**src/include/can_nmt_pkg.sv**
```systemverilog
// constants for the bus mode attribute and network management block
package can_nmt_pkg;
  // register byte offsets
  localparam logic [7:0] OFS_ATTR = 8'h00;
  localparam logic [7:0] OFS_ROLE = 8'h04;
  localparam logic [7:0] OFS_CTRL = 8'h08;
  localparam logic [7:0] OFS_STAT = 8'h0c;
  localparam logic [7:0] OFS_NODES = 8'h10;
  // attribute word fields
  localparam int ATTR_RX_SYNC = 1;
  localparam int ATTR_CHK_SYNC = 2;
  localparam int ATTR_TX_SYNC = 3;
  localparam int ATTR_SKIP_MISSING = 4;
  localparam int ATTR_HW_SYNC_MSG = 5;
  localparam int ATTR_REINIT_CLR = 6;
  localparam int ATTR_NO_TIMEOUT = 9;
  localparam int ATTR_NO_MASTER = 11;
  localparam int ATTR_DELAY_LSB = 12;
  localparam logic [15:0] ATTR_RESET = 16'h0000;
  // role word fields
  localparam int ROLE_MASTER = 1;
  localparam int ROLE_ADDR_LSB = 8;
  localparam logic [6:0] ADDR_RESET = 7'h02;
  localparam logic [6:0] ADDR_MASTER = 7'h01;
  localparam logic [6:0] ADDR_SLAVE_MIN = 7'h02;
  localparam logic [6:0] ADDR_SLAVE_MAX = 7'h7f;
  // control word fields
  localparam int CTRL_ERR_CLR = 0;
  localparam int CTRL_NONBUS_ERR = 1;
  // network sync object identifier
  localparam logic [10:0] SYNC_COB_ID = 11'h080;
  // timing
  localparam int CLK_HZ = 100_000_000;
  localparam int TICK_PERIOD_S = 1;
  localparam int CYCLES_PER_TICK = CLK_HZ * TICK_PERIOD_S;
  localparam logic [5:0] SLAVE_WAIT_S = 6'h3c;
  localparam int SYNC_PERIOD_CYC = 100_000;
  localparam int SYNC_LOSS_CYC = 300_000;
  // node states
  typedef enum logic [2:0] {
    stBoot, stMasterDelay, stScan, stPreop, stOperational, stFault
  } node_state_t;
endpackage : can_nmt_pkg

```
**src/include/sec_tick_if.sv**
```systemverilog
// seconds timebase link between control logic and divider
`timescale 1ns/1ps
interface sec_tick_if;
  logic restart;
  logic tick;
  modport ctrl (output restart, input tick);
  modport timer (input restart, output tick);
endinterface : sec_tick_if

```
**src/logic/can_nmt_sync_config.sv**
```systemverilog
// bus mode attribute, sync handling and network startup of a field bus node
//
// Overview of operation
// - attribute bit 1 set: accept incoming hardware sync; clear: ignore it
// - attribute bit 2 set with bit 1 set: watch hardware sync while operational, flag error when lost
// - attribute bit 3 set: send hardware sync cycle; clear: send nothing
// - bit 4 clear: master checks all configured slaves present, error if missing
// - bit 4 set: master skips absent slaves without error
// - bit 5 clear: synchronous messages follow sync object with identifier 80 hex
// - bit 5 set: synchronous messages follow each hardware sync signal
// - bit 6 clear: non-bus errors keep bus running, clear causes no reinit
// - bit 6 set: every error clear reinitialises the bus
// - bit 9 clear: slave waits 60 seconds for master, then error
// - bit 9 set: slave waits forever for master, no timeout error
// - bit 11 clear: network of several slaves and exactly one master
// - bit 11 set: start as slave without master, go straight to pre-operational
// - master waits bits 15:12 seconds before initialising slaves
// - during init the master detects only pre-operational stations
// - each slave enters pre-operational by itself after own init
// - after startup delay the master commands slaves operational
// - role word bit 1: clear is slave, set is network master
// - address 1 reserved for master; slaves use 2 to 127
`timescale 1ns/1ps
module can_nmt_sync_config
  import can_nmt_pkg::*;
#(
  parameter int NODES = 8,
  parameter int CYCLES_PER_SEC = CYCLES_PER_TICK,
  parameter int SYNC_PERIOD = SYNC_PERIOD_CYC,
  parameter int SYNC_LOSS = SYNC_LOSS_CYC
) (
  // clock and reset
  input wire logic mclk,
  input wire logic reset,
  // avalon-mm slave
  input wire logic [7:0] address,
  input wire logic read,
  input wire logic write,
  input wire logic [31:0] writedata,
  output logic [31:0] readdata,
  output logic waitrequest,
  // hardware sync pin
  input wire logic hwSyncIn,
  output logic hwSyncOut,
  // can core side
  input wire logic localInitDone,
  input wire logic syncObjValid,
  input wire logic [10:0] syncObjId,
  input wire logic opCmdRx,
  input wire logic [NODES-1:0] nodePreop,
  // network management and sync results
  output logic syncMsgTx,
  output logic nmtStartPulse,
  output logic [NODES-1:0] nmtStartMask,
  output logic busRunning,
  output logic errorOut
);
  generate
    if (NODES < 1 || NODES > 32) begin : g_chk_nodes
      $error("can_nmt_sync_config: NODES must be 1 to 32");
    end
    if (SYNC_PERIOD < 2 || SYNC_LOSS <= SYNC_PERIOD) begin : g_chk_sync
      $error("can_nmt_sync_config: bad sync timing");
    end
  endgenerate

  // registers
  logic [15:0] attr_r;
  logic roleMaster_r;
  logic [6:0] stationAddr_r;
  logic [NODES-1:0] cfgNodes_r;
  logic errClear_r;
  logic nonBusErr_r;
  node_state_t state_r;
  logic syncLost_r;
  logic nodeMissing_r;
  logic slaveTimeout_r;
  logic addrError_r;
  logic waitReq_r;
  logic [31:0] readData_r;

  // attribute decode
  logic rxSyncEn;
  logic chkSyncEn;
  logic txSyncEn;
  logic skipMissing;
  logic hwSyncMsg;
  logic reinitOnClr;
  logic noTimeout;
  logic noMaster;
  logic [3:0] startDelay;
  logic actMaster;

  assign rxSyncEn = attr_r[ATTR_RX_SYNC];
  assign chkSyncEn = attr_r[ATTR_CHK_SYNC];
  assign txSyncEn = attr_r[ATTR_TX_SYNC];
  assign skipMissing = attr_r[ATTR_SKIP_MISSING];
  assign hwSyncMsg = attr_r[ATTR_HW_SYNC_MSG];
  assign reinitOnClr = attr_r[ATTR_REINIT_CLR];
  assign noTimeout = attr_r[ATTR_NO_TIMEOUT];
  assign noMaster = attr_r[ATTR_NO_MASTER];
  assign startDelay = attr_r[ATTR_DELAY_LSB +: 4];
  assign actMaster = roleMaster_r && !noMaster;

  function automatic logic addr_ok(input logic master, input logic [6:0] a);
    if (master) begin
      addr_ok = (a == ADDR_MASTER);
    end else begin
      addr_ok = (a >= ADDR_SLAVE_MIN) && (a <= ADDR_SLAVE_MAX);
    end
  endfunction : addr_ok

  // bus access
  logic busReq;
  logic wrTake;
  assign busReq = (read || write) && waitReq_r;
  assign wrTake = write && !waitReq_r;

  always_ff @(posedge mclk) begin
    if (reset || !waitReq_r) begin
      waitReq_r <= 1'b1;
    end else if (busReq) begin
      waitReq_r <= 1'b0;
    end
  end

  always_ff @(posedge mclk) begin
    if (reset) begin
      readData_r <= 32'h0;
    end else if (busReq && read) begin
      case (address)
        OFS_ATTR: readData_r <= {16'h0, attr_r};
        OFS_ROLE: readData_r <= {17'h0, stationAddr_r, 6'h0, roleMaster_r, 1'b0};
        OFS_CTRL: readData_r <= 32'h0;
        OFS_STAT: readData_r <= {24'h0, addrError_r, slaveTimeout_r, nodeMissing_r,
                                 syncLost_r, busRunning, 3'(state_r)};
        OFS_NODES: readData_r <= 32'(cfgNodes_r);
        default: readData_r <= 32'h0;
      endcase
    end
  end

  // writable configuration
  always_ff @(posedge mclk) begin
    if (reset) begin
      attr_r <= ATTR_RESET;
      roleMaster_r <= 1'b0;
      stationAddr_r <= ADDR_RESET;
      cfgNodes_r <= '0;
    end else if (wrTake) begin
      if (address == OFS_ATTR) begin
        attr_r <= writedata[15:0];
      end
      if (address == OFS_ROLE) begin
        roleMaster_r <= writedata[ROLE_MASTER];
        stationAddr_r <= writedata[ROLE_ADDR_LSB +: 7];
      end
      if (address == OFS_NODES) begin
        cfgNodes_r <= writedata[NODES-1:0];
      end
    end
  end

  // self-clearing commands
  always_ff @(posedge mclk) begin
    if (reset) begin
      errClear_r <= 1'b0;
      nonBusErr_r <= 1'b0;
    end else begin
      errClear_r <= wrTake && (address == OFS_CTRL) && writedata[CTRL_ERR_CLR];
      nonBusErr_r <= wrTake && (address == OFS_CTRL) && writedata[CTRL_NONBUS_ERR];
    end
  end

  // hardware sync input
  logic syncMeta_r;
  logic syncIn_r;
  logic syncPrev_r;
  logic syncRise;
  always_ff @(posedge mclk) begin
    if (reset) begin
      syncMeta_r <= 1'b0;
      syncIn_r <= 1'b0;
      syncPrev_r <= 1'b0;
    end else begin
      syncMeta_r <= hwSyncIn;
      syncIn_r <= syncMeta_r;
      syncPrev_r <= syncIn_r;
    end
  end
  assign syncRise = rxSyncEn && syncIn_r && !syncPrev_r;

  // hardware sync sender
  logic [31:0] syncDiv_r;
  logic syncOutEvt;
  assign syncOutEvt = txSyncEn && (syncDiv_r == 32'(SYNC_PERIOD - 1));
  always_ff @(posedge mclk) begin
    if (reset || !txSyncEn || syncOutEvt) begin
      syncDiv_r <= 32'h0;
    end else begin
      syncDiv_r <= syncDiv_r + 32'h1;
    end
  end
  always_ff @(posedge mclk) begin
    if (reset) begin
      hwSyncOut <= 1'b0;
    end else begin
      hwSyncOut <= syncOutEvt;
    end
  end

  // sync loss watchdog
  logic [31:0] syncAge_r;
  logic syncWatch;
  assign syncWatch = chkSyncEn && rxSyncEn && (state_r == stOperational);
  always_ff @(posedge mclk) begin
    if (reset || !syncWatch || syncRise) begin
      syncAge_r <= 32'h0;
    end else if (syncAge_r != 32'(SYNC_LOSS)) begin
      syncAge_r <= syncAge_r + 32'h1;
    end
  end

  // synchronous message trigger
  logic hwEvt;
  assign hwEvt = syncRise || syncOutEvt;
  always_ff @(posedge mclk) begin
    if (reset) begin
      syncMsgTx <= 1'b0;
    end else if (state_r != stOperational) begin
      syncMsgTx <= 1'b0;
    end else if (hwSyncMsg) begin
      syncMsgTx <= hwEvt;
    end else begin
      syncMsgTx <= syncObjValid && (syncObjId == SYNC_COB_ID);
    end
  end

  // seconds timebase
  sec_tick_if secIf ();
  seconds_timebase #(
    .CYCLES(CYCLES_PER_SEC)
  ) u_timebase (
    .mclk(mclk),
    .reset(reset),
    .tb(secIf.timer)
  );

  // node state machine
  logic [5:0] secCount_r;
  logic restartBus;
  logic stateChange;
  node_state_t state_nxt;
  logic [NODES-1:0] missing;
  assign restartBus = errClear_r && reinitOnClr;
  assign missing = cfgNodes_r & ~nodePreop;
  assign stateChange = (state_nxt != state_r) || restartBus;
  assign secIf.restart = stateChange;

  always_comb begin
    state_nxt = state_r;
    case (state_r)
      stBoot: begin
        if (localInitDone && addr_ok(actMaster, stationAddr_r)) begin
          state_nxt = actMaster ? stMasterDelay : stPreop;
        end
      end
      stMasterDelay: begin
        if (secCount_r[3:0] >= startDelay) begin
          state_nxt = stScan;
        end
      end
      stScan: begin
        if (missing != '0 && !skipMissing) begin
          state_nxt = stFault;
        end else begin
          state_nxt = stOperational;
        end
      end
      stPreop: begin
        if (opCmdRx && !noMaster) begin
          state_nxt = stOperational;
        end else if (!noMaster && !noTimeout && secCount_r >= SLAVE_WAIT_S) begin
          state_nxt = stFault;
        end
      end
      stOperational: begin
        if (syncAge_r == 32'(SYNC_LOSS)) begin
          state_nxt = stFault;
        end
      end
      stFault: begin
        if (errClear_r) begin
          state_nxt = stBoot;
        end
      end
      default: state_nxt = stBoot;
    endcase
  end

  always_ff @(posedge mclk) begin
    if (reset || restartBus) begin
      state_r <= stBoot;
    end else begin
      state_r <= state_nxt;
    end
  end

  always_ff @(posedge mclk) begin
    if (reset || stateChange) begin
      secCount_r <= 6'h0;
    end else if (secIf.tick && secCount_r != 6'h3f) begin
      secCount_r <= secCount_r + 6'h1;
    end
  end

  always_ff @(posedge mclk) begin
    if (reset) begin
      nmtStartPulse <= 1'b0;
      nmtStartMask <= '0;
    end else if (state_r == stScan && state_nxt == stOperational) begin
      nmtStartPulse <= 1'b1;
      nmtStartMask <= cfgNodes_r & nodePreop;
    end else begin
      nmtStartPulse <= 1'b0;
    end
  end

  // sticky errors, set wins over clear
  always_ff @(posedge mclk) begin
    if (reset) begin
      syncLost_r <= 1'b0;
      nodeMissing_r <= 1'b0;
      slaveTimeout_r <= 1'b0;
      addrError_r <= 1'b0;
    end else begin
      if (syncWatch && syncAge_r == 32'(SYNC_LOSS)) begin
        syncLost_r <= 1'b1;
      end else if (errClear_r) begin
        syncLost_r <= 1'b0;
      end
      if (state_r == stScan && missing != '0 && !skipMissing) begin
        nodeMissing_r <= 1'b1;
      end else if (errClear_r) begin
        nodeMissing_r <= 1'b0;
      end
      if (state_r == stPreop && state_nxt == stFault) begin
        slaveTimeout_r <= 1'b1;
      end else if (errClear_r) begin
        slaveTimeout_r <= 1'b0;
      end
      if (state_r == stBoot && localInitDone && !addr_ok(actMaster, stationAddr_r)) begin
        addrError_r <= 1'b1;
      end else if (errClear_r) begin
        addrError_r <= 1'b0;
      end
    end
  end

  // outputs
  logic nonBusErrSeen_r;
  always_ff @(posedge mclk) begin
    if (reset) begin
      nonBusErrSeen_r <= 1'b0;
    end else if (nonBusErr_r) begin
      nonBusErrSeen_r <= 1'b1;
    end else if (errClear_r) begin
      nonBusErrSeen_r <= 1'b0;
    end
  end

  always_ff @(posedge mclk) begin
    if (reset) begin
      busRunning <= 1'b0;
      errorOut <= 1'b0;
    end else begin
      busRunning <= !restartBus && ((state_nxt == stPreop) || (state_nxt == stOperational)
                    || (state_nxt == stMasterDelay) || (state_nxt == stScan));
      errorOut <= syncLost_r || nodeMissing_r || slaveTimeout_r || addrError_r
                  || nonBusErrSeen_r;
    end
  end

  assign readdata = readData_r;
  assign waitrequest = waitReq_r;
endmodule : can_nmt_sync_config

```
**src/logic/seconds_timebase.sv**
```systemverilog
// one-cycle enable pulse once per second
`timescale 1ns/1ps
module seconds_timebase #(
  parameter int CYCLES = 100_000_000
) (
  // clock and reset
  input wire logic mclk,
  input wire logic reset,
  // tick link
  sec_tick_if.timer tb
);
  generate
    if (CYCLES < 2) begin : g_chk
      $error("seconds_timebase: CYCLES too small");
    end
  endgenerate

  logic [31:0] count_r;
  logic tick_r;

  always_ff @(posedge mclk) begin
    if (reset || tb.restart) begin
      count_r <= 32'h0;
      tick_r <= 1'b0;
    end else if (count_r == 32'(CYCLES - 1)) begin
      count_r <= 32'h0;
      tick_r <= 1'b1;
    end else begin
      count_r <= count_r + 32'h1;
      tick_r <= 1'b0;
    end
  end

  assign tb.tick = tick_r;
endmodule : seconds_timebase

```
**config.mk**
```make
export PLATFORM = sky130hd
export DESIGN_NAME = can_nmt_sync_config
export DESIGN_NICKNAME = d
export VERILOG_FILES = /design/src/include/can_nmt_pkg.sv /design/src/include/sec_tick_if.sv /design/src/logic/can_nmt_sync_config.sv /design/src/logic/seconds_timebase.sv
export SDC_FILE = /design/constraint.sdc
export NUM_CORES = 1
export LEC_CHECK = 0
export BUFFER_PORTS_ARGS = -buffer_cell sky130_fd_sc_hd__buf_2
export CORE_MARGIN = 4
export CORE_UTILIZATION = 44
export DETAILED_ROUTE_END_ITERATION = 8
export PLACE_DENSITY_LB_ADDON = 0.08
export SYNTH_ARGS = -nofsm -noshare
export SYNTH_HDL_FRONTEND = slang
export SYNTH_SLANG_ARGS = --single-unit
```
**constraint.sdc**
```tcl
create_clock -name mclk -period 6 [get_ports mclk]
set_clock_uncertainty 0.05 [all_clocks]
set_input_delay 1.2 -clock mclk [delete_from_list [all_inputs] [get_ports mclk]]
set_output_delay 1.2 -clock mclk [all_outputs]
set_load 0.02 [all_outputs]
```
==> qor.txt <==
Mapped Area = 8080 sq um
YS warnings = 0
Fin worst setup slack = 2.63 ns
Count of pins over their slew limit = 0
Drt first pass iters = 4
DIE AREA = 20600 sq um
Total Power = 2.48 mW
Clk slew on worst S/H paths = 0.06 ns
Placed cell count = 1214
IO buf count = 80
Endpoints failing hold = 0
Filler Cells Inserted = 1797
Drt first-iter violations = 352
Final net count = 1080
Switch Pwr = 0.549 mW
Core Region = 18000 sq um
Hold Path Stages = 1
Combinational Power Share = 4.8%
Hold slack final = 0.389 ns
CTS tree = yes
Row count = 49
Slowest Stage Delay on Critical Path = 0.69 ns
H-tree levels = 4
Peak supply drop = 0.212 mV
Clock Power Share = 46.8%
Top FF cell, synth = dfxtp_1
TNS Setup = 0 ns
Reg area = 3560 sq um
Number of buffers added for setup after CTS = 0
Initial Utilization = 44.8%
Crit Path Class = input pin to flip-flop
Max_cap viols = 0
Run status = complete, no violations
Flop pwr share = 48.5%
DR vias/cell = 5.13
Dpl ws = 2.19 ns
Total GRT Usage = 18.4%
I/O Pins = 113
Register area share after synthesis = 44.1%
Initial antenna violation count = 2
Drt wl/cell = 14.8 microns
Dpl cell area = 8580 sq um
CP Launch Type = input pin
Critical Path Sink Type = flip-flop
FF+latch count, synth = 178
CTS Sinks = 178
Power per cell area = 270 nW/um^2
Final Critical Period = 3.37 ns
Post-synth EDFFs = 0
Largest net degree at the start of global routing = 69
Final Instance Count excl. Fillers = 1246
Vias in the first global route = 5941
Post-DP HPWL = 13300 microns
Fin area = 9210 sq um
Actual slew at the worst max-slew pin = 0.892 ns
RePlAce Congestion = 0.779
Reg2Reg Depth = 6
Worst-skew pair later-pin latency = 0.43 ns
P&R area growth vs syn = 13.9%
Rel. slew slack = 40.1%
Leakage = 3.22 nW
ANT nets after route = 0
P_int = 1.93 mW
Async set or reset register ratio after synthesis = 0%
Setup Viol. Count Final = 0
Total Wirelength = 18400 microns
First-pass GRT wire length = 30300 microns
Crit path DAT = 3.61 ns
# hold bufs at CTS = 0
Cell breakdown of the critical path = buf_2 -> or4_1 -> or3_4 -> nor4b_4 -> buf_4 -> mux2i_1 -> nor2_1
Min-delay worst type = flip-flop to flip-flop
Worst Path Required = 6.23 ns
Vias = 6396
Max Clock Freq = 0.296 GHz
CTS Root Cell = clkbuf_16
DIE WIDTH = 144 microns
DRC Markers = 0
Clk buf depth = 2
Avg Cell Area, Syn = 8.65 sq um
Slowest CP cell = or4_1
CTS resizes = 0
Die Y = 144 microns
Crit-path max FO = 10
Share of layout cells above drive strength 1 = 13.7%
Total CTS buffers = 17
Final core utilization = 51.1%
RSZ-0062 raised after global routing = false
Post-route clock period utilization = 56.2%
Distinct cells, synth = 62
Cells after Synth = 934
Sw frac = 22.1%
GR Overflow Total = 0
Multi-input gate area = 4170 sq um
-- path summary, 6_finish.rpt --
| path | endpoint | slack (ns) | from |
|---|---|---|---|
| setup / recovery | attr_r[0] | 2.63 | address[1] |
| hold / removal | syncIn_r | 0.39 | syncMeta_r |
| setup reg to reg | secCount_r[4] | 3.16 | state_r[2] |
| hold reg to reg | syncIn_r | 0.39 | syncMeta_r |
-- cell type report --
cell class | count | share of cell area, %
inverters | 31 | 1.26
diodes | 1 | 0.0272
flip-flops and latches | 178 | 38.7
clock buffers | 22 | 5.37
multi-input cells | 690 | 45.3
repair buffers | 86 | 4.84
clock inverters | 9 | 1.39
well taps | 229 | 3.11
-- flip-flops by register name, indices dropped and copies added (netlist names), 3 cells and up --
signal,flops
attr_r,16
state_r,3
stationAddr_r,7
secCount_r,6
syncAge_r,32
nmtStartMask,8
u_timebase.count_r,32
cfgNodes_r,8
readdata,16
syncDiv_r,32
-- cell usage after synthesis (7+ instances only) --
cell type / instances / area, sq um
a21oi_1: 38 / 190
a22o_1: 7 / 61.3
a22oi_1: 15 / 113
and3_1: 19 / 119
and4_1: 13 / 114
buf_4: 17 / 128
clkbuf_1: 25 / 93.8
dfxtp_1: 178 / 3560
ha_1: 9 / 113
inv_1: 31 / 116
mux2_2: 8 / 90.1
mux2i_1: 26 / 260
nand2_1: 61 / 229
nand2b_1: 7 / 43.8
nand3_1: 59 / 295
nand4_1: 28 / 175
nor2_1: 179 / 672
nor2b_1: 10 / 62.6
nor3_1: 19 / 95.1
nor4_1: 13 / 81.3
nor4b_1: 8 / 70.1
o21ai_0: 10 / 50.1
o21ai_1: 9 / 45.0
xnor2_1: 39 / 342
xor2_1: 53 / 464
-- cell families (layout without fill, tap and decap cells) --
group | count (synthesis) | in the layout | synth area share (%)
adders and majority gates | 9 | 9 | 1.39
buffers and inverters | 81 | 148 | 5.02
AOI/OAI and AO/OA | 97 | 97 | 7.74
muxes | 34 | 34 | 4.33
DFF | 178 | 178 | 44.1
and+or+nand+nor | 442 | 442 | 27.4
other | 1 | 17 | 0.0464
xor gates and xnor gates | 92 | 92 | 9.97
-- power by group through the flow --
| stage | combinational (mW) | sequential [mW] | clock [mW] |
|---|---|---|---|
| after CTS | 0.120 | 1.20 | 1.19 |
| after global routing | 0.132 | 1.20 | 1.24 |
| after floorplan | 0.0887 | 1.22 | 0 |
| after global placement | 0.120 | 1.23 | 0 |
| after detailed placement | 0.119 | 1.23 | 0 |
| final | 0.118 | 1.20 | 1.16 |
-- routing by layer --
metal / vias to the layer above / GRT usage [%] / part of all wire [%]
li1: 3325 / - / -
met1: 2938 / 25.0 / 48
met2: 113 / 29.3 / 45
met3: 16 / 5.22 / 5.3
met4: 4 / 4.11 / 1.0
met5: - / 0 / 0.11
-- placed cells by master, fill, tap and decap left out, types with 3 or more instances in the layout --
master,netlist,routed
nor4_1,13,13
and3_1,19,19
inv_1,31,31
nand2_1,61,61
nand2b_1,7,7
clkbuf_8,0,5
or3_1,5,5
buf_2,5,80
nand3_1,59,59
clkinv_2,0,4
nor3_1,19,19
a21oi_1,38,38
dfxtp_1,178,178
ha_1,9,9
mux2_2,8,8
xor2_1,53,53
o21ai_0,10,10
clkbuf_16,0,17
buf_4,17,6
conb_1,1,16
a22oi_1,15,15
nor4b_1,8,8
and4_1,13,13
o21ai_1,9,9
xnor2_1,39,39
bufinv_16,0,3
nor2_1,179,179
a22o_1,7,7
nand4_1,28,28
nor2b_1,10,10
mux2i_1,26,26
-- worst max-delay path, delay by kind of cell --
family        cells  cell delay [ns]
buf+inv           2             0.46
simple gates      4             1.73
mux               1             0.22
Power figures use the tool's default switching activity.
